**src/pkg/gpafm_pkg.sv**
```systemverilog
package gpafm_pkg;

    // ------------------------------------------------------------
    // Geometry
    // ------------------------------------------------------------
    localparam int PIN_COUNT      = 54;
    localparam int LOW_PINS       = 32;
    localparam int HIGH_PINS      = 22;
    localparam int CHOICE_PINS    = 9;
    localparam int CHOICE_W       = 2;
    localparam int CHOICE_BITS    = CHOICE_PINS * CHOICE_W;
    localparam int DATA_W         = 32;
    localparam int ADDR_W         = 12;

    // ------------------------------------------------------------
    // Register map (byte addresses)
    // ------------------------------------------------------------
    localparam logic [ADDR_W-1:0] FUNC_LOW_ADDR  = 12'hA90;
    localparam logic [ADDR_W-1:0] FUNC_HIGH_ADDR = 12'hA94;
    localparam logic [ADDR_W-1:0] CHOICE_ADDR    = 12'hA98;

    // ------------------------------------------------------------
    // Reset values
    // ------------------------------------------------------------
    localparam logic [LOW_PINS-1:0]    FUNC_LOW_RST  = 32'h0000_0000;
    localparam logic [HIGH_PINS-1:0]   FUNC_HIGH_RST = 22'h00_0000;
    localparam logic [CHOICE_BITS-1:0] CHOICE_RST    = 18'h0_0000;

    // ------------------------------------------------------------
    // Alternate choice encoding
    // ------------------------------------------------------------
    typedef enum logic [1:0] {
        GPAFM_PATH_ZERO = 2'h0,
        GPAFM_PATH_ONE  = 2'h1,
        GPAFM_PATH_RSV2 = 2'h2,
        GPAFM_PATH_RSV3 = 2'h3
    } gpafm_choice_e;

endpackage

```
**src/logic/gpafm_pin_route.sv**
```systemverilog
`timescale 1ns/1ps
// ------------------------------------------------------------
// Per-pin routing of output, enable and input between paths
// ------------------------------------------------------------
module gpafm_pin_route #(
    parameter bit HAS_CHOICE = 1'b1
) (
    input  wire logic       funcSel,
    input  wire logic [1:0] choice,
    input  wire logic       gpOut,
    input  wire logic       gpOe,
    input  wire logic       alt0Out,
    input  wire logic       alt0Oe,
    input  wire logic       alt1Out,
    input  wire logic       alt1Oe,
    input  wire logic       padIn,
    output logic            padOut,
    output logic            padOe,
    output logic            gpIn,
    output logic            alt0In,
    output logic            alt1In
);

    // Choice matters only in alternate mode; reserved codes drive nothing
    always_comb begin
        padOut = gpOut;
        padOe  = gpOe;
        alt0In = 1'b0;
        alt1In = 1'b0;
        if (funcSel) begin
            padOut = 1'b0;
            padOe  = 1'b0;
            if (!HAS_CHOICE || choice == gpafm_pkg::GPAFM_PATH_ZERO) begin
                padOut = alt0Out;
                padOe  = alt0Oe;
                alt0In = padIn;
            end else if (choice == gpafm_pkg::GPAFM_PATH_ONE) begin
                padOut = alt1Out;
                padOe  = alt1Oe;
                alt1In = padIn;
            end
        end
    end

    // General purpose input sees the pin only in general purpose mode
    assign gpIn = funcSel ? 1'b0 : padIn;

endmodule // gpafm_pin_route

```
**src/logic/gpafm_mux.sv**
```systemverilog
`timescale 1ns/1ps
module gpafm_mux #(
    parameter int PINS = gpafm_pkg::PIN_COUNT
) (
    input  wire logic                           ref_clk,
    input  wire logic                           rst_n,
    input  wire logic                           psel,
    input  wire logic                           penable,
    input  wire logic                           pwrite,
    input  wire logic [gpafm_pkg::ADDR_W-1:0]   paddr,
    input  wire logic [gpafm_pkg::DATA_W-1:0]   pwdata,
    input  wire logic [3:0]                     pstrb,
    output logic      [gpafm_pkg::DATA_W-1:0]   prdata,
    output logic                                pready,
    output logic                                pslverr,
    input  wire logic [PINS-1:0]                gpOut,
    input  wire logic [PINS-1:0]                gpOe,
    output logic      [PINS-1:0]                gpIn,
    input  wire logic [PINS-1:0]                altZeroOut,
    input  wire logic [PINS-1:0]                altZeroOe,
    output logic      [PINS-1:0]                altZeroIn,
    input  wire logic [PINS-1:0]                altOneOut,
    input  wire logic [PINS-1:0]                altOneOe,
    output logic      [PINS-1:0]                altOneIn,
    input  wire logic [PINS-1:0]                padIn,
    output logic      [PINS-1:0]                padOut,
    output logic      [PINS-1:0]                padOe,
    output logic      [PINS-1:0]                pinFunctionBits
);

    localparam int LP = gpafm_pkg::LOW_PINS;
    localparam int HP = gpafm_pkg::HIGH_PINS;
    localparam int CB = gpafm_pkg::CHOICE_BITS;
    localparam int CP = gpafm_pkg::CHOICE_PINS;
    localparam int CW = gpafm_pkg::CHOICE_W;

    logic [LP-1:0]  funcLow_ff;
    logic [HP-1:0]  funcHigh_ff;
    logic [CB-1:0]  choice_ff;
    logic [PINS-1:0] padInMeta_ff;
    logic [PINS-1:0] padInSync_ff;
    logic           wrEn;
    logic           hitLow;
    logic           hitHigh;
    logic           hitChoice;
    logic [31:0]    byteMask;
    logic [31:0]    nxt_prdata;

    // ------------------------------------------------------------
    // APB slave
    // ------------------------------------------------------------

    // Decode; zero wait states, unmapped accesses flag an error
    assign hitLow    = (paddr == gpafm_pkg::FUNC_LOW_ADDR);
    assign hitHigh   = (paddr == gpafm_pkg::FUNC_HIGH_ADDR);
    assign hitChoice = (paddr == gpafm_pkg::CHOICE_ADDR);
    assign wrEn      = psel && penable && pwrite;
    assign pready    = 1'b1;
    assign pslverr   = psel && penable && !(hitLow || hitHigh || hitChoice);

    // Byte lanes expanded from strobes
    generate
        for (genvar b = 0; b < 4; b++) begin : g_lane
            assign byteMask[8*b +: 8] = {8{pstrb[b]}};
        end
    endgenerate

    // Function registers, cleared at reset only
    always_ff @(posedge ref_clk or negedge rst_n) begin
        if (!rst_n) begin
            funcLow_ff  <= gpafm_pkg::FUNC_LOW_RST;
            funcHigh_ff <= gpafm_pkg::FUNC_HIGH_RST;
        end else if (wrEn) begin
            if (hitLow) begin
                funcLow_ff <= (funcLow_ff & ~byteMask) | (pwdata & byteMask);
            end
            if (hitHigh) begin
                funcHigh_ff <= (funcHigh_ff & ~byteMask[HP-1:0]) | (pwdata[HP-1:0] & byteMask[HP-1:0]);
            end
        end
    end

    // Alternate choice register
    always_ff @(posedge ref_clk or negedge rst_n) begin
        if (!rst_n) begin
            choice_ff <= gpafm_pkg::CHOICE_RST;
        end else if (wrEn && hitChoice) begin
            choice_ff <= (choice_ff & ~byteMask[CB-1:0]) | (pwdata[CB-1:0] & byteMask[CB-1:0]);
        end
    end

    // Read data, reserved bits zero
    always_comb begin
        nxt_prdata = '0;
        if (hitLow) begin
            nxt_prdata = funcLow_ff;
        end else if (hitHigh) begin
            nxt_prdata[HP-1:0] = funcHigh_ff;
        end else if (hitChoice) begin
            nxt_prdata[CB-1:0] = choice_ff;
        end
    end
    assign prdata = (psel && !pwrite) ? nxt_prdata : '0;

    // ------------------------------------------------------------
    // Pin input synchroniser
    // ------------------------------------------------------------
    always_ff @(posedge ref_clk or negedge rst_n) begin
        if (!rst_n) begin
            padInMeta_ff <= '0;
            padInSync_ff <= '0;
        end else begin
            padInMeta_ff <= padIn;
            padInSync_ff <= padInMeta_ff;
        end
    end

    // ------------------------------------------------------------
    // Per-pin routing
    // ------------------------------------------------------------
    assign pinFunctionBits = {funcHigh_ff, funcLow_ff};

    generate
        for (genvar p = 0; p < PINS; p++) begin : g_pin
            localparam bit HASC = (p < CP);
            logic [1:0] pinChoice;
            if (HASC) begin : g_c
                assign pinChoice = choice_ff[CW*p +: CW];
            end else begin : g_nc
                assign pinChoice = gpafm_pkg::GPAFM_PATH_ZERO;
            end
            gpafm_pin_route #(
                .HAS_CHOICE (HASC)
            ) u_route (
                .funcSel (pinFunctionBits[p]),
                .choice  (pinChoice),
                .gpOut   (gpOut[p]),
                .gpOe    (gpOe[p]),
                .alt0Out (altZeroOut[p]),
                .alt0Oe  (altZeroOe[p]),
                .alt1Out (altOneOut[p]),
                .alt1Oe  (altOneOe[p]),
                .padIn   (padInSync_ff[p]),
                .padOut  (padOut[p]),
                .padOe   (padOe[p]),
                .gpIn    (gpIn[p]),
                .alt0In  (altZeroIn[p]),
                .alt1In  (altOneIn[p])
            );
        end
    endgenerate

    // ------------------------------------------------------------
    // Checks
    // ------------------------------------------------------------
    AST_GP_PATH: assert property (@(posedge ref_clk) disable iff (!rst_n)
        !pinFunctionBits[20] |-> (padOut[20] == gpOut[20] && padOe[20] == gpOe[20]))
        else $error("general purpose pin not routed to gp path");
    AST_ALT_ZERO: assert property (@(posedge ref_clk) disable iff (!rst_n)
        (pinFunctionBits[0] && choice_ff[1:0] == 2'h0) |-> padOut[0] == altZeroOut[0])
        else $error("pin 0 not on path zero");
    AST_ALT_ONE_P8: assert property (@(posedge ref_clk) disable iff (!rst_n)
        (pinFunctionBits[8] && choice_ff[17:16] == 2'h1) |-> padOe[8] == altOneOe[8])
        else $error("pin 8 not on path one");
    AST_RSV_CODE: assert property (@(posedge ref_clk) disable iff (!rst_n)
        (pinFunctionBits[1] && choice_ff[3:2] == 2'h3) |-> !padOe[1])
        else $error("reserved choice drives pin");
    AST_CHOICE_GATED: assert property (@(posedge ref_clk) disable iff (!rst_n)
        !pinFunctionBits[3] |-> (altOneIn[3] == 1'b0 && altZeroIn[3] == 1'b0))
        else $error("choice routes a gp pin");
    AST_LOW_WRITE: assert property (@(posedge ref_clk) disable iff (!rst_n)
        (wrEn && hitLow && pstrb == 4'hF) |=> funcLow_ff == $past(pwdata))
        else $error("low function write lost");
    AST_HIGH_RSV: assert property (@(posedge ref_clk) disable iff (!rst_n)
        (psel && !pwrite && hitHigh) |-> prdata[31:22] == 10'h000)
        else $error("high reserved bits nonzero");
    AST_CHOICE_RSV: assert property (@(posedge ref_clk) disable iff (!rst_n)
        (psel && !pwrite && hitChoice) |-> prdata[31:18] == 14'h0000)
        else $error("choice reserved bits nonzero");
    AST_RESET_GP: assert property (@(posedge ref_clk)
        $rose(rst_n) |-> (pinFunctionBits == '0 && choice_ff == '0))
        else $error("fields not zero after reset");

endmodule // gpafm_mux

```
**config.mk**
```make
export PLATFORM = sky130hd
export DESIGN_NAME = gpafm_mux
export DESIGN_NICKNAME = d
export VERILOG_FILES = /design/src/pkg/gpafm_pkg.sv /design/src/logic/gpafm_pin_route.sv /design/src/logic/gpafm_mux.sv
export SDC_FILE = /design/constraint.sdc
export NUM_CORES = 1
export LEC_CHECK = 0
export BUFFER_PORTS_ARGS = -buffer_cell sky130_fd_sc_hd__buf_4
export CORE_AREA = 2 2 304 306
export CTS_CLUSTER_DIAMETER = 30
export DETAILED_ROUTE_END_ITERATION = 6
export DIE_AREA = 0 0 306 308
export PLACE_DENSITY = 0.37
export SYNTH_ARGS = -nofsm -noshare
export SYNTH_HDL_FRONTEND = slang
export SYNTH_HIERARCHICAL = 1
export SYNTH_SLANG_ARGS = --single-unit
```
**constraint.sdc**
```tcl
create_clock -name ref_clk -period 5.1 [get_ports ref_clk]
set_clock_uncertainty 0.1 [all_clocks]
set_input_delay 1.02 -clock ref_clk [delete_from_list [all_inputs] [get_ports ref_clk]]
set_output_delay 1.02 -clock ref_clk [all_outputs]
set_load 0.02 [all_outputs]
```
[Word level (Yosys, flattened, before mapping)]
Cells that the tools add are included.
Word-level totals
  bits in registers: 180
  bits of input ports: 431
  output and inout bits: 358
Cells by class
  eq/ne operators: 12
  mux-type cells: 294
  bitwise gates (word level): 12
  reduce and logical (&&, ||, !) cells: 20
Operators by type and width (number)
  two-way mux 1 bit: 288
  bitwise AND 32 bit: 2
  bitwise AND 22 bit: 2
  bitwise AND 18 bit: 2
  == test 12 bit, second input constant: 3
  two-way mux 18 bit: 2
  two-way mux 32 bit: 1
  inverter 32 bit: 1
  bitwise OR 32 bit: 1
  two-way mux 22 bit: 1
  inverter 22 bit: 1
  bitwise OR 22 bit: 1
  == test 2 x 1 -> 1 bit, second input constant: 9
  logical NOT 2 bit: 9
  inverter 18 bit: 1
  bitwise OR 18 bit: 1
  two-way mux 10 bit: 1
  logical AND 1 bit: 5
  two-way mux 4 bit: 1
  AND reduction 2 bit: 2
  logical NOT 1 bit: 2
  logical OR 1 bit: 2

[Longest topological paths before layout]
Gate-level depths: netlist (run 1).
  depth in word-level cells: 5
  gate-level depth with buffers: 6
  mapped depth without buffers: 3

[By module]
Netlist (run 1), hierarchy kept.
By module, submodules not included
  gpafm_mux: instances 1, cells each 388, area each 6274.8 µm²
  gpafm_pin_route at g_pin[10].u_route ...: instances 45, cells each 6, area each 50.0 µm²
  gpafm_pin_route at g_pin[0].u_route ...: instances 9, cells each 10, area each 73.8 µm²

[Worst setup path after synthesis (run 1)]
No wires, ideal clock.
  path type: input port to output port
  start point: in paddr[10] (netlist bit)
  end point: out prdata[10] (netlist bit)
  arrival time: 2.777 ns
  path slack: 1.203 ns
  stages on the path: 4
  buffers on the path: 1
  cell sequence: and4bb_2 > nand4_1 > clkbuf_1 > a2111oi_0
Between the ends
  word-level cells in the longest chain between the ends: 5
  elaborated cells on any way between the ends: 7
  those cells by class: eq/ne: 3; mux: 4
RTL lines
  from (decl): line gpafm_mux.sv:10  | input wire logic [gpafm_pkg::ADDR_W-1:0] paddr,
  == test 12 bit: line gpafm_mux.sv:56  | assign hitChoice = (paddr == gpafm_pkg::CHOICE_ADDR);
  two-way mux 18 bit: line gpafm_mux.sv:99  | end else if (hitChoice) begin
  two-way mux 18 bit: line gpafm_mux.sv:97  | end else if (hitHigh) begin
  two-way mux 22 bit *: line gpafm_mux.sv:95  | if (hitLow) begin
  two-way mux 32 bit *: line gpafm_mux.sv:103  | assign prdata = (psel && !pwrite) ? nxt_prdata : '0;
  to (decl): line gpafm_mux.sv:13  | output logic [gpafm_pkg::DATA_W-1:0] prdata,
Every way passes the cells marked *; elsewhere a longest branch is shown, timed or not.

[Worst setup path in the final report (run 1)]
  start point: in paddr[8] (netlist bit)
  end point: out prdata[16] (netlist bit)
Same word-level chain as after synthesis.

==> metrics.md, run 1 <==
| Metric | Value |
|---|---|
| Status | completed |
| Worst path required time | 3.98 ns |
| HP Start | padInMeta_ff[23]$_DFF_PN0_ |
| GR Util met2 | 17.22% |
| Dpl cells | 2529 |
| Cell mode on critical path | buf_4 |
| Final hold viol count | 0 |
| Synth Area per Inst | 12.30 sq um |
| Routed Wire Length | 48050 microns |
| DR vias | 8171 |
| First-pass GRT wire length | 65140 microns |
| Fmax | 238.6 MHz |
| MaxCap Viol Count | 0 |
| Hold depth | 0 |
| WHS Endpoint | padInSync_ff[23]$_DFF_PN0_ |
| Sink Count | 180 |
| # IOs | 789 |
| Cells along the critical path | buf_4 -> and4bb_2 -> nand4_1 -> buf_4 -> a2111oi_0 -> buf_4 |
| CTS tree | built |
| Grt ovf | 0 |
| Sum of buffers and inverters on the critical path | 3 |
| Final min period | 4.191 ns |
| Initial drt markers | 215 |
| Dpl hpwl | 39420 microns |
| Die ar. | 94250 sq um |
| RSZ-0062 raised after global routing | false |
| Cells after Synth | 747 |
| Skew-Pair Late Insertion Delay | 0.50 ns |
| Leakage | 7.635 nW |
| Routability cong. | 0.8022 |
| Clock Path Buffers | 2 |
| Critical Path End Type | output pin |
| Startpoint types | input pin |
| CP Max Fanout | 13 |
| Area of the multi-input gates | 4189 sq um |
| Tot GR Track Use | 9.892% |
| CTS Hold Bufs | 0 |
| Met3 usage | 2.948% |
| CP delay by family, top | simple AND/OR/NAND/NOR gates |
| Nets | 1793 |
| HP Class | flop to flop |
| Reg clk slew, reported paths | 0.08 ns |
| Number of core rows | 111 |
| Power Total | 3.476 mW |
| Chip Width | 306 microns |
| Core area | 90970 sq um |
| Post-CTS Setup Repair Bufs | 0 |
| Arrival @ worst endpoint | 3.07 ns |
| Post-CTS resize count | 0 |
| Largest incremental delay on the critical path | 0.66 ns |
| Slew margin rel. | 48.85% |
| Vias per cell | 3.184 |
| Slew Limit Fails | 0 |
| DRC viols | 0 |
| Post-DP Area | 15200 sq um |
| Fin util | 17.39% |
| Vias in the first global route | 8644 |
| DRT antenna net count | 0 |
| Post-Layout Cell Count | 2566 |
| I/O Buffers | 652 |
| Synth Net Count | 1178 |
| Tcrit/Tclk final | 82.17% |
| Die height | 308 microns |
| Root buffer cell | clkbuf_16 |
| Proportion of layout cells with a drive suffix above 1 | 70.25% |
| Synth warn | 6 |
| Initial antenna violation count | 11 |
| H-tree level count | 4 |
| Largest net degree at the start of global routing | 95 |
| Actual slew at the worst max-slew pin | 0.7479 ns |
| Crit Path Category | input pin to output pin |
| Initial Utilization | 10.10% |
| First-pass DRT Iterations | 4 |
| Cell Pwr Density | 219.7 nW/um^2 |
| Global routing's busiest layer | met2 |
| R2R cell count | 1 |
| Cts bufs inserted | 17 |
| Sum Neg Setup Slack | 0 ns |
| Worst path slowest cell | a2111oi_0 |
| Worst VDD drop | 0.2608 mV |
| Post-synthesis cell area | 9188 sq um |
| Register area | 4504 sq um |
| Final setup vio count | 0 |
| Filler cell count | 10.13k |
| Internal reg-to-reg setup slack | 3.86 ns |
| GR Layer Usage met1 | 11.70% |
| P&R area growth vs syn | 72.19% |
| Final Instance Area | 15820 sq um |
| Wire length per cell | 18.73 microns |
-- layout make-up --
type                            instances  share of cell area, %
Antenna cell                            5                0.07909
Clock buffer                           17                  2.689
Clock inverter                         15                  1.123
Inverter                               18                 0.4271
Multi-Input combinational cell        487                  26.48
Sequential cell                       180                  28.47
Tap cell                             1186                  9.380
Timing Repair Buffer                  658                  31.35
-- metrics by stage --
stage                     hold WS (ns)  setup WS (ns)
after detailed placement        0.2347         0.8439
after floorplan                 0.2312          1.203
after CTS                       0.2503         0.8255
after global placement          0.2314         0.9138
after global routing            0.2559         0.7321
final                           0.2456         0.9094
-- report_power, final --
part	total (mW)	switching [mW]	internal [mW]	leakage, nW
Clock	1.40	0.740	0.665	0.294
Sequential	1.49	0.0180	1.47	2.26
Combinational	0.584	0.277	0.308	5.08
-- cells in the final DEF, fill, tap and decap left out, drive strengths merged, types with 5 or more instances in the layout --
master   instances
clkinv           6
nor2b           19
clkbuf          17
and4b            9
and4             6
conb            46
a2111oi         18
and2b           54
buf            658
nand2b          27
mux2i           22
mux2           162
and2            55
nand4           10
nor2            19
o22ai           18
nor3b            9
dfrtp          180
inv             27
diode            5
-- how the worst max path moves through the flow --
stage,start,to,cells after the start
detailed placement,paddr[8],prdata[16],6
global placement,paddr[8],prdata[16],6
global route,paddr[8],prdata[10],6
finish,paddr[8],prdata[16],6
floorplan,paddr[10],prdata[10],4
CTS,paddr[8],prdata[16],6
-- per-layer routing --
metal	wire length, microns	vias up
li1	-	3713
met1	19650	4021
met2	24350	412
met3	3386	25
met4	667	0
met5	0	-
No activity file was read; power rests on OpenSTA's default activity.
==> inputs of run 2 (changes only) <==
--- a/config.mk
+++ b/config.mk
@@ -6,10 +6,10 @@
 export NUM_CORES = 1
 export LEC_CHECK = 0
 export BUFFER_PORTS_ARGS = -buffer_cell sky130_fd_sc_hd__buf_4
-export CORE_AREA = 2 2 304 306
+export CORE_AREA = 2 2 306 308
 export CTS_CLUSTER_DIAMETER = 30
 export DETAILED_ROUTE_END_ITERATION = 6
-export DIE_AREA = 0 0 306 308
+export DIE_AREA = 0 0 308 310
 export PLACE_DENSITY = 0.37
 export SYNTH_ARGS = -nofsm -noshare
 export SYNTH_HDL_FRONTEND = slang
==> constraint.sdc (replaced) <==
create_clock -name ref_clk -period 4.2 [get_ports ref_clk]
set_clock_uncertainty 0.1 [all_clocks]
set_input_delay 0.84 -clock ref_clk [delete_from_list [all_inputs] [get_ports ref_clk]]
set_output_delay 0.84 -clock ref_clk [all_outputs]
set_load 0.02 [all_outputs]
==> run 2 against run 1 <==
Flip-flop and latch count did not move. Final cell count rose by 0.62%. Largest power group unchanged. Utilization fell by 0.21 points. Critical path depth did not move. Sequential share of layout area fell by 0.13 points. Clock-buffer cell count rose by 1. Register-to-register slack got worse by 0.98 ns. Cell area rose by 0.47%.
==> metrics.md, run 2 (same netlist as run 1, synthesis figures left out) <==
| Metric | Value |
|---|---|
| Clock Power Share | 40.7% |
| Actual slew at the worst max-slew pin | 0.7117 ns |
| H-tree level count | 4 |
| Commonest non-fill, non-tap cell in the layout | buf_4 |
| CTS Hold Bufs | 0 |
| Final min period | 3.687 ns |
| Global routing's busiest layer | met2 |
| Most frequent cells in the layout | buf_4 (663), dfrtp_1 (180), mux2_2 (162), conb_1 (46) |
| Routed Wire Length | 47900 microns |
| Grt ovf | 0 |
| Root buffer cell | clkbuf_16 |
| Final setup vio count | 0 |
| Vias in the first global route | 8407 |
| Sink Count | 180 |
| Final hold viol count | 0 |
| Fin Hold WS | 0.1924 ns |
| Int Pwr | 3.056 mW |
| Met3 usage | 3.685% |
| Part of the power in registers | 42.5% |
| Chip Width | 308 microns |
| Routability cong. | 0.7584 |
| Core area | 92490 sq um |
| Post-Layout Cell Count | 2582 |
| Largest net degree at the start of global routing | 66 |
| Clock Path Buffers | 2 |
| Dpl hpwl | 39730 microns |
| Proportion of layout cells with a drive suffix above 1 | 70.35% |
| MaxCap Viol Count | 0 |
| Tcrit/Tclk final | 87.78% |
| Slew margin rel. | 51.32% |
| DR vias | 8176 |
| Initial Utilization | 9.934% |
| Fmax | 271.2 MHz |
| Vias per cell | 3.167 |
| GR Util met2 | 16.27% |
| Startpoint types | input pin |
| Dpl cells | 2548 |
| Worst path required time | 3.26 ns |
| Critical Path End Type | output pin |
| Die ar. | 95480 sq um |
| Power Total | 4.248 mW |
| Worst VDD drop | 0.2573 mV |
| DRC viols | 0 |
| I/O Buffers | 652 |
| Sw Ratio | 28.05% |
| Reg clk slew, reported paths | 0.07 ns |
| GR Layer Usage met1 | 11.44% |
| Wire length per cell | 18.55 microns |
| Cts bufs inserted | 17 |
| Nets | 1801 |
| First-pass DRT Iterations | 4 |
| Initial drt markers | 211 |
| Status | completed |
| Slew Limit Fails | 0 |
| P&R area growth vs syn | 72.99% |
| Psw | 1.192 mW |
| Skew-Pair Late Insertion Delay | 0.51 ns |
| RSZ-0062 raised after global routing | false |
| # IOs | 789 |
| Tot GR Track Use | 9.732% |
| Arrival @ worst endpoint | 2.75 ns |
| Cell Pwr Density | 267.3 nW/um^2 |
| CTS tree | built |
| Leakage | 7.673 nW |
| Post-CTS Setup Repair Bufs | 0 |
| Die height | 310 microns |
| Post-CTS resize count | 0 |
| First-pass GRT wire length | 63890 microns |
| CP Max Fanout | 22 |
| Sum Neg Setup Slack | 0 ns |
| Initial antenna violation count | 13 |
| DRT antenna net count | 0 |
| Crit Path Category | input pin to output pin |
| Comb power frac | 16.8% |
| Number of core rows | 112 |
| HP Class | input pin to async pin |
## run 2: cell count changes in the layout (fill, tap and decap cells not counted), moves of 2 or more
cell        previous run  this run
clkinvlp_4             0         3
inv_6                  6         3
buf_4                656       663
clkinv_8               5         1
bufinv_16              0         2
diode_2                5         2
## run 2: power groups by stage
stage	Sequential, mW	Clock, mW	Combinational, mW
4_1_cts	1.81	1.85	0.731
6_report	1.81	1.73	0.714
3_3_place_gp	1.84	0	0.724
3_5_place_dp	1.84	0	0.729
5_1_grt	1.81	1.90	0.769
2_1_floorplan	1.83	0	0.294
## run 2: worst max-delay path: stages
cell,delay [ns]
buf_4,0.11
and4bb_2,0.41
nand4_1,0.10
buf_4,0.28
a2111oi_0,0.68
buf_4,0.27
## run 2: layout make-up
type / instances / area, sq um
Fill cell: 10340 / 76590
Clock buffer: 18 / 429.2
Sequential cell: 180 / 4504
Multi-Input combinational cell: 487 / 4189
Antenna cell: 2 / 5.005
Tap cell: 1197 / 1498
Clock inverter: 14 / 168.9
Inverter: 18 / 67.56
Timing Repair Buffer: 666 / 5032
## run 2: path summary, 6_finish.rpt
| path | startpoint | endpoint | slack, ns | cells past startpoint |
|---|---|---|---|---|
| max | paddr[5] | prdata[6] | 0.51 | 6 |
| min | rst_n | padInSync_ff[29]$_DFF_PN0_ | 0.19 | 1 |
| max reg2reg | flop | flop | 2.88 | 2 |
| min reg2reg | padInMeta_ff[43]$_DFF_PN0_ | padInSync_ff[43]$_DFF_PN0_ | 0.24 | 0 |
| max in group asynchronous | rst_n | async pin | 2.96 | 2 |
| min in group ref_clk | padInMeta_ff[43]$_DFF_PN0_ | padInSync_ff[43]$_DFF_PN0_ | 0.24 | 0 |
## run 2: metrics by stage
stage	util (%)	cell area [sq um]	setup WS, ns
6_report	17.18	15890	0.5133
5_1_grt	17.18	15890	0.2118
4_1_cts	17.18	15890	0.3514
3_5_place_dp	16.53	15290	0.3517
3_3_place_gp	16.53	15290	0.3429
2_1_floorplan	-	9188	0.6629
## run 2: metal layers
layer | vias up | wire length (microns)
met5 | - | 12
li1 | 3735 | -
met3 | 35 | 4127
met4 | 2 | 765
met2 | 439 | 23600
met1 | 3965 | 19400
==> inputs of run 3 (changes only) <==
--- a/config.mk
+++ b/config.mk
@@ -6,10 +6,11 @@
 export NUM_CORES = 1
 export LEC_CHECK = 0
 export BUFFER_PORTS_ARGS = -buffer_cell sky130_fd_sc_hd__buf_4
-export CORE_AREA = 2 2 306 308
+export CORE_AREA = 2 2 303 305
+export CTS_BUF_LIST = sky130_fd_sc_hd__clkbuf_4
 export CTS_CLUSTER_DIAMETER = 30
 export DETAILED_ROUTE_END_ITERATION = 6
-export DIE_AREA = 0 0 308 310
+export DIE_AREA = 0 0 305 307
 export PLACE_DENSITY = 0.37
 export SYNTH_ARGS = -nofsm -noshare
 export SYNTH_HDL_FRONTEND = slang
==> run 3 against run 2 <==
Global-route usage increased by 0.27 points. Utilization up 0.59 points. Fmax increased by 1.3%. Cell area is 1.4% higher. Sequential power is essentially flat. Highest routed layer unchanged. Clock power decreased by 37%. Non-clock buffer count rose by 55.
==> metrics.md, run 3 (same netlist as run 1, synthesis figures left out) <==
| Metric | Value |
|---|---|
| Number of core rows | 111 |
| Tot GR Track Use | 10.00% |
| Root buffer cell | clkbuf_4 |
| Post-CTS resize count | 0 |
| CTS tree | built |
| Dpl cells | 2537 |
| MaxCap Viol Count | 0 |
| Cell mode on critical path | buf_4 |
| Vias in the first global route | 9072 |
| Initial Utilization | 10.13% |
| Worst path slowest cell | a2111oi_0 |
| Slew margin rel. | 43.84% |
| Arrival @ worst endpoint | 2.70 ns |
| Most frequent cells in the layout | buf_4 (664), dfrtp_1 (180), mux2_2 (162), dlygate4sd3_1 (55), conb_1 (46) |
| HP Class | input pin to flop |
| Core area | 90690 sq um |
| Leakage | 7.771 nW |
| CP Max Fanout | 22 |
| Die ar. | 93640 sq um |
| Largest incremental delay on the critical path | 0.69 ns |
| Final setup vio count | 0 |
| Grt ovf | 0 |
| Initial drt markers | 222 |
| First-pass GRT wire length | 65780 microns |
| DRT antenna net count | 0 |
| RSZ-0062 raised after global routing | false |
| H-tree level count | 4 |
| Routability cong. | 0.8101 |
| # IOs | 789 |
| DR vias | 8371 |
| Worst path required time | 3.26 ns |
| Wire length per cell | 18.22 microns |
| Cells along the critical path | buf_4 -> and4bb_2 -> nand4_1 -> buf_4 -> a2111oi_0 -> buf_4 |
| Vias per cell | 3.180 |
| Reg clk slew, reported paths | 0.17 ns |
| Post-Layout Cell Count | 2632 |
| Sum Neg Setup Slack | 0 ns |
| Status | completed |
| Clock Path Buffers | 2 |
| Skew-Pair Late Insertion Delay | 0.73 ns |
| Slew Limit Fails | 0 |
| Tcrit/Tclk final | 86.67% |
| Final min period | 3.640 ns |
| Sum of buffers and inverters on the critical path | 3 |
| Initial antenna violation count | 19 |
| Nets | 1856 |
| Cell Pwr Density | 226.7 nW/um^2 |
| Proportion of layout cells with a drive suffix above 1 | 67.73% |
| Routed Wire Length | 47960 microns |
| Power Total | 3.656 mW |
| Final hold viol count | 0 |
| Sink Count | 180 |
| Fmax | 274.7 MHz |
| Commonest non-fill, non-tap cell in the layout | buf_4 |
| Actual slew at the worst max-slew pin | 0.8425 ns |
| Cts bufs inserted | 17 |
| Critical Path End Type | output pin |
| I/O Buffers | 652 |
| Post-CTS Setup Repair Bufs | 0 |
| CP delay by family, top | compound AO/OA/AOI/OAI gates |
| Die height | 307 microns |
| CTS Hold Bufs | 55 |
| Startpoint types | input pin |
| Worst VDD drop | 0.1668 mV |
| DRC viols | 0 |
| Chip Width | 305 microns |
| First-pass DRT Iterations | 4 |
| Dpl hpwl | 39690 microns |
| P&R area growth vs syn | 75.50% |
| Crit Path Category | input pin to output pin |
| Largest net degree at the start of global routing | 88 |
-- run 3: path summary, 6_finish.rpt --
kind	startpoint	to	slack [ns]	depth (start not counted)
max	paddr[6]	prdata[5]	0.56	6
min	pwdata[29]	flop	0.23	2
max reg2reg	flop	flop	2.90	2
min reg2reg	padInMeta_ff[42]$_DFF_PN0_	padInSync_ff[42]$_DFF_PN0_	0.25	0
max in group asynchronous	rst_n	padInSync_ff[17]$_DFF_PN0_	2.55	3
min in group asynchronous	rst_n	padInSync_ff[49]$_DFF_PN0_	0.54	2
-- run 3: where the power goes --
group | switching, mW | total (mW) | internal, mW
clock | 0.774 | 1.09 | 0.321
combinational | 0.345 | 0.753 | 0.409
sequential | 0.0216 | 1.81 | 1.79
total | 1.14 | 3.66 | 2.52
-- run 3: cell type report --
type | count | area [sq um]
sequential | 180 | 4504
inverter | 18 | 67.56
clock buffer | 17 | 127.6
tap | 1186 | 1484
clock inverter | 15 | 161.4
multi-input combinational | 487 | 4189
fill | 10110 | 74570
antenna | 8 | 20.02
timing repair buffer | 721 | 5570
-- run 3: worst register-to-register path: stages, from the launching register on --
cell	delay, ns
dfrtp_1	0.60
buf_4	0.26
mux2_2	0.25
-- run 3: stage by stage --
stage	hold slack (ns)	cell area, sq um	util (%)	setup slack [ns]
6_report	0.2314	16120	17.78	0.5600
5_1_grt	0.06494	16120	17.77	0.3814
4_1_cts	0.03831	16100	17.76	0.4466
3_5_place_dp	0.2347	15260	16.83	0.4449
3_3_place_gp	0.2318	15260	16.83	0.5048
2_1_floorplan	0.2312	9188	-	0.6629
-- run 3: layer usage --
layer,track usage [%],routed length [microns]
met5,0,63
met1,10.78,18180
met2,17.51,24200
met3,4.335,4625
met4,3.247,894
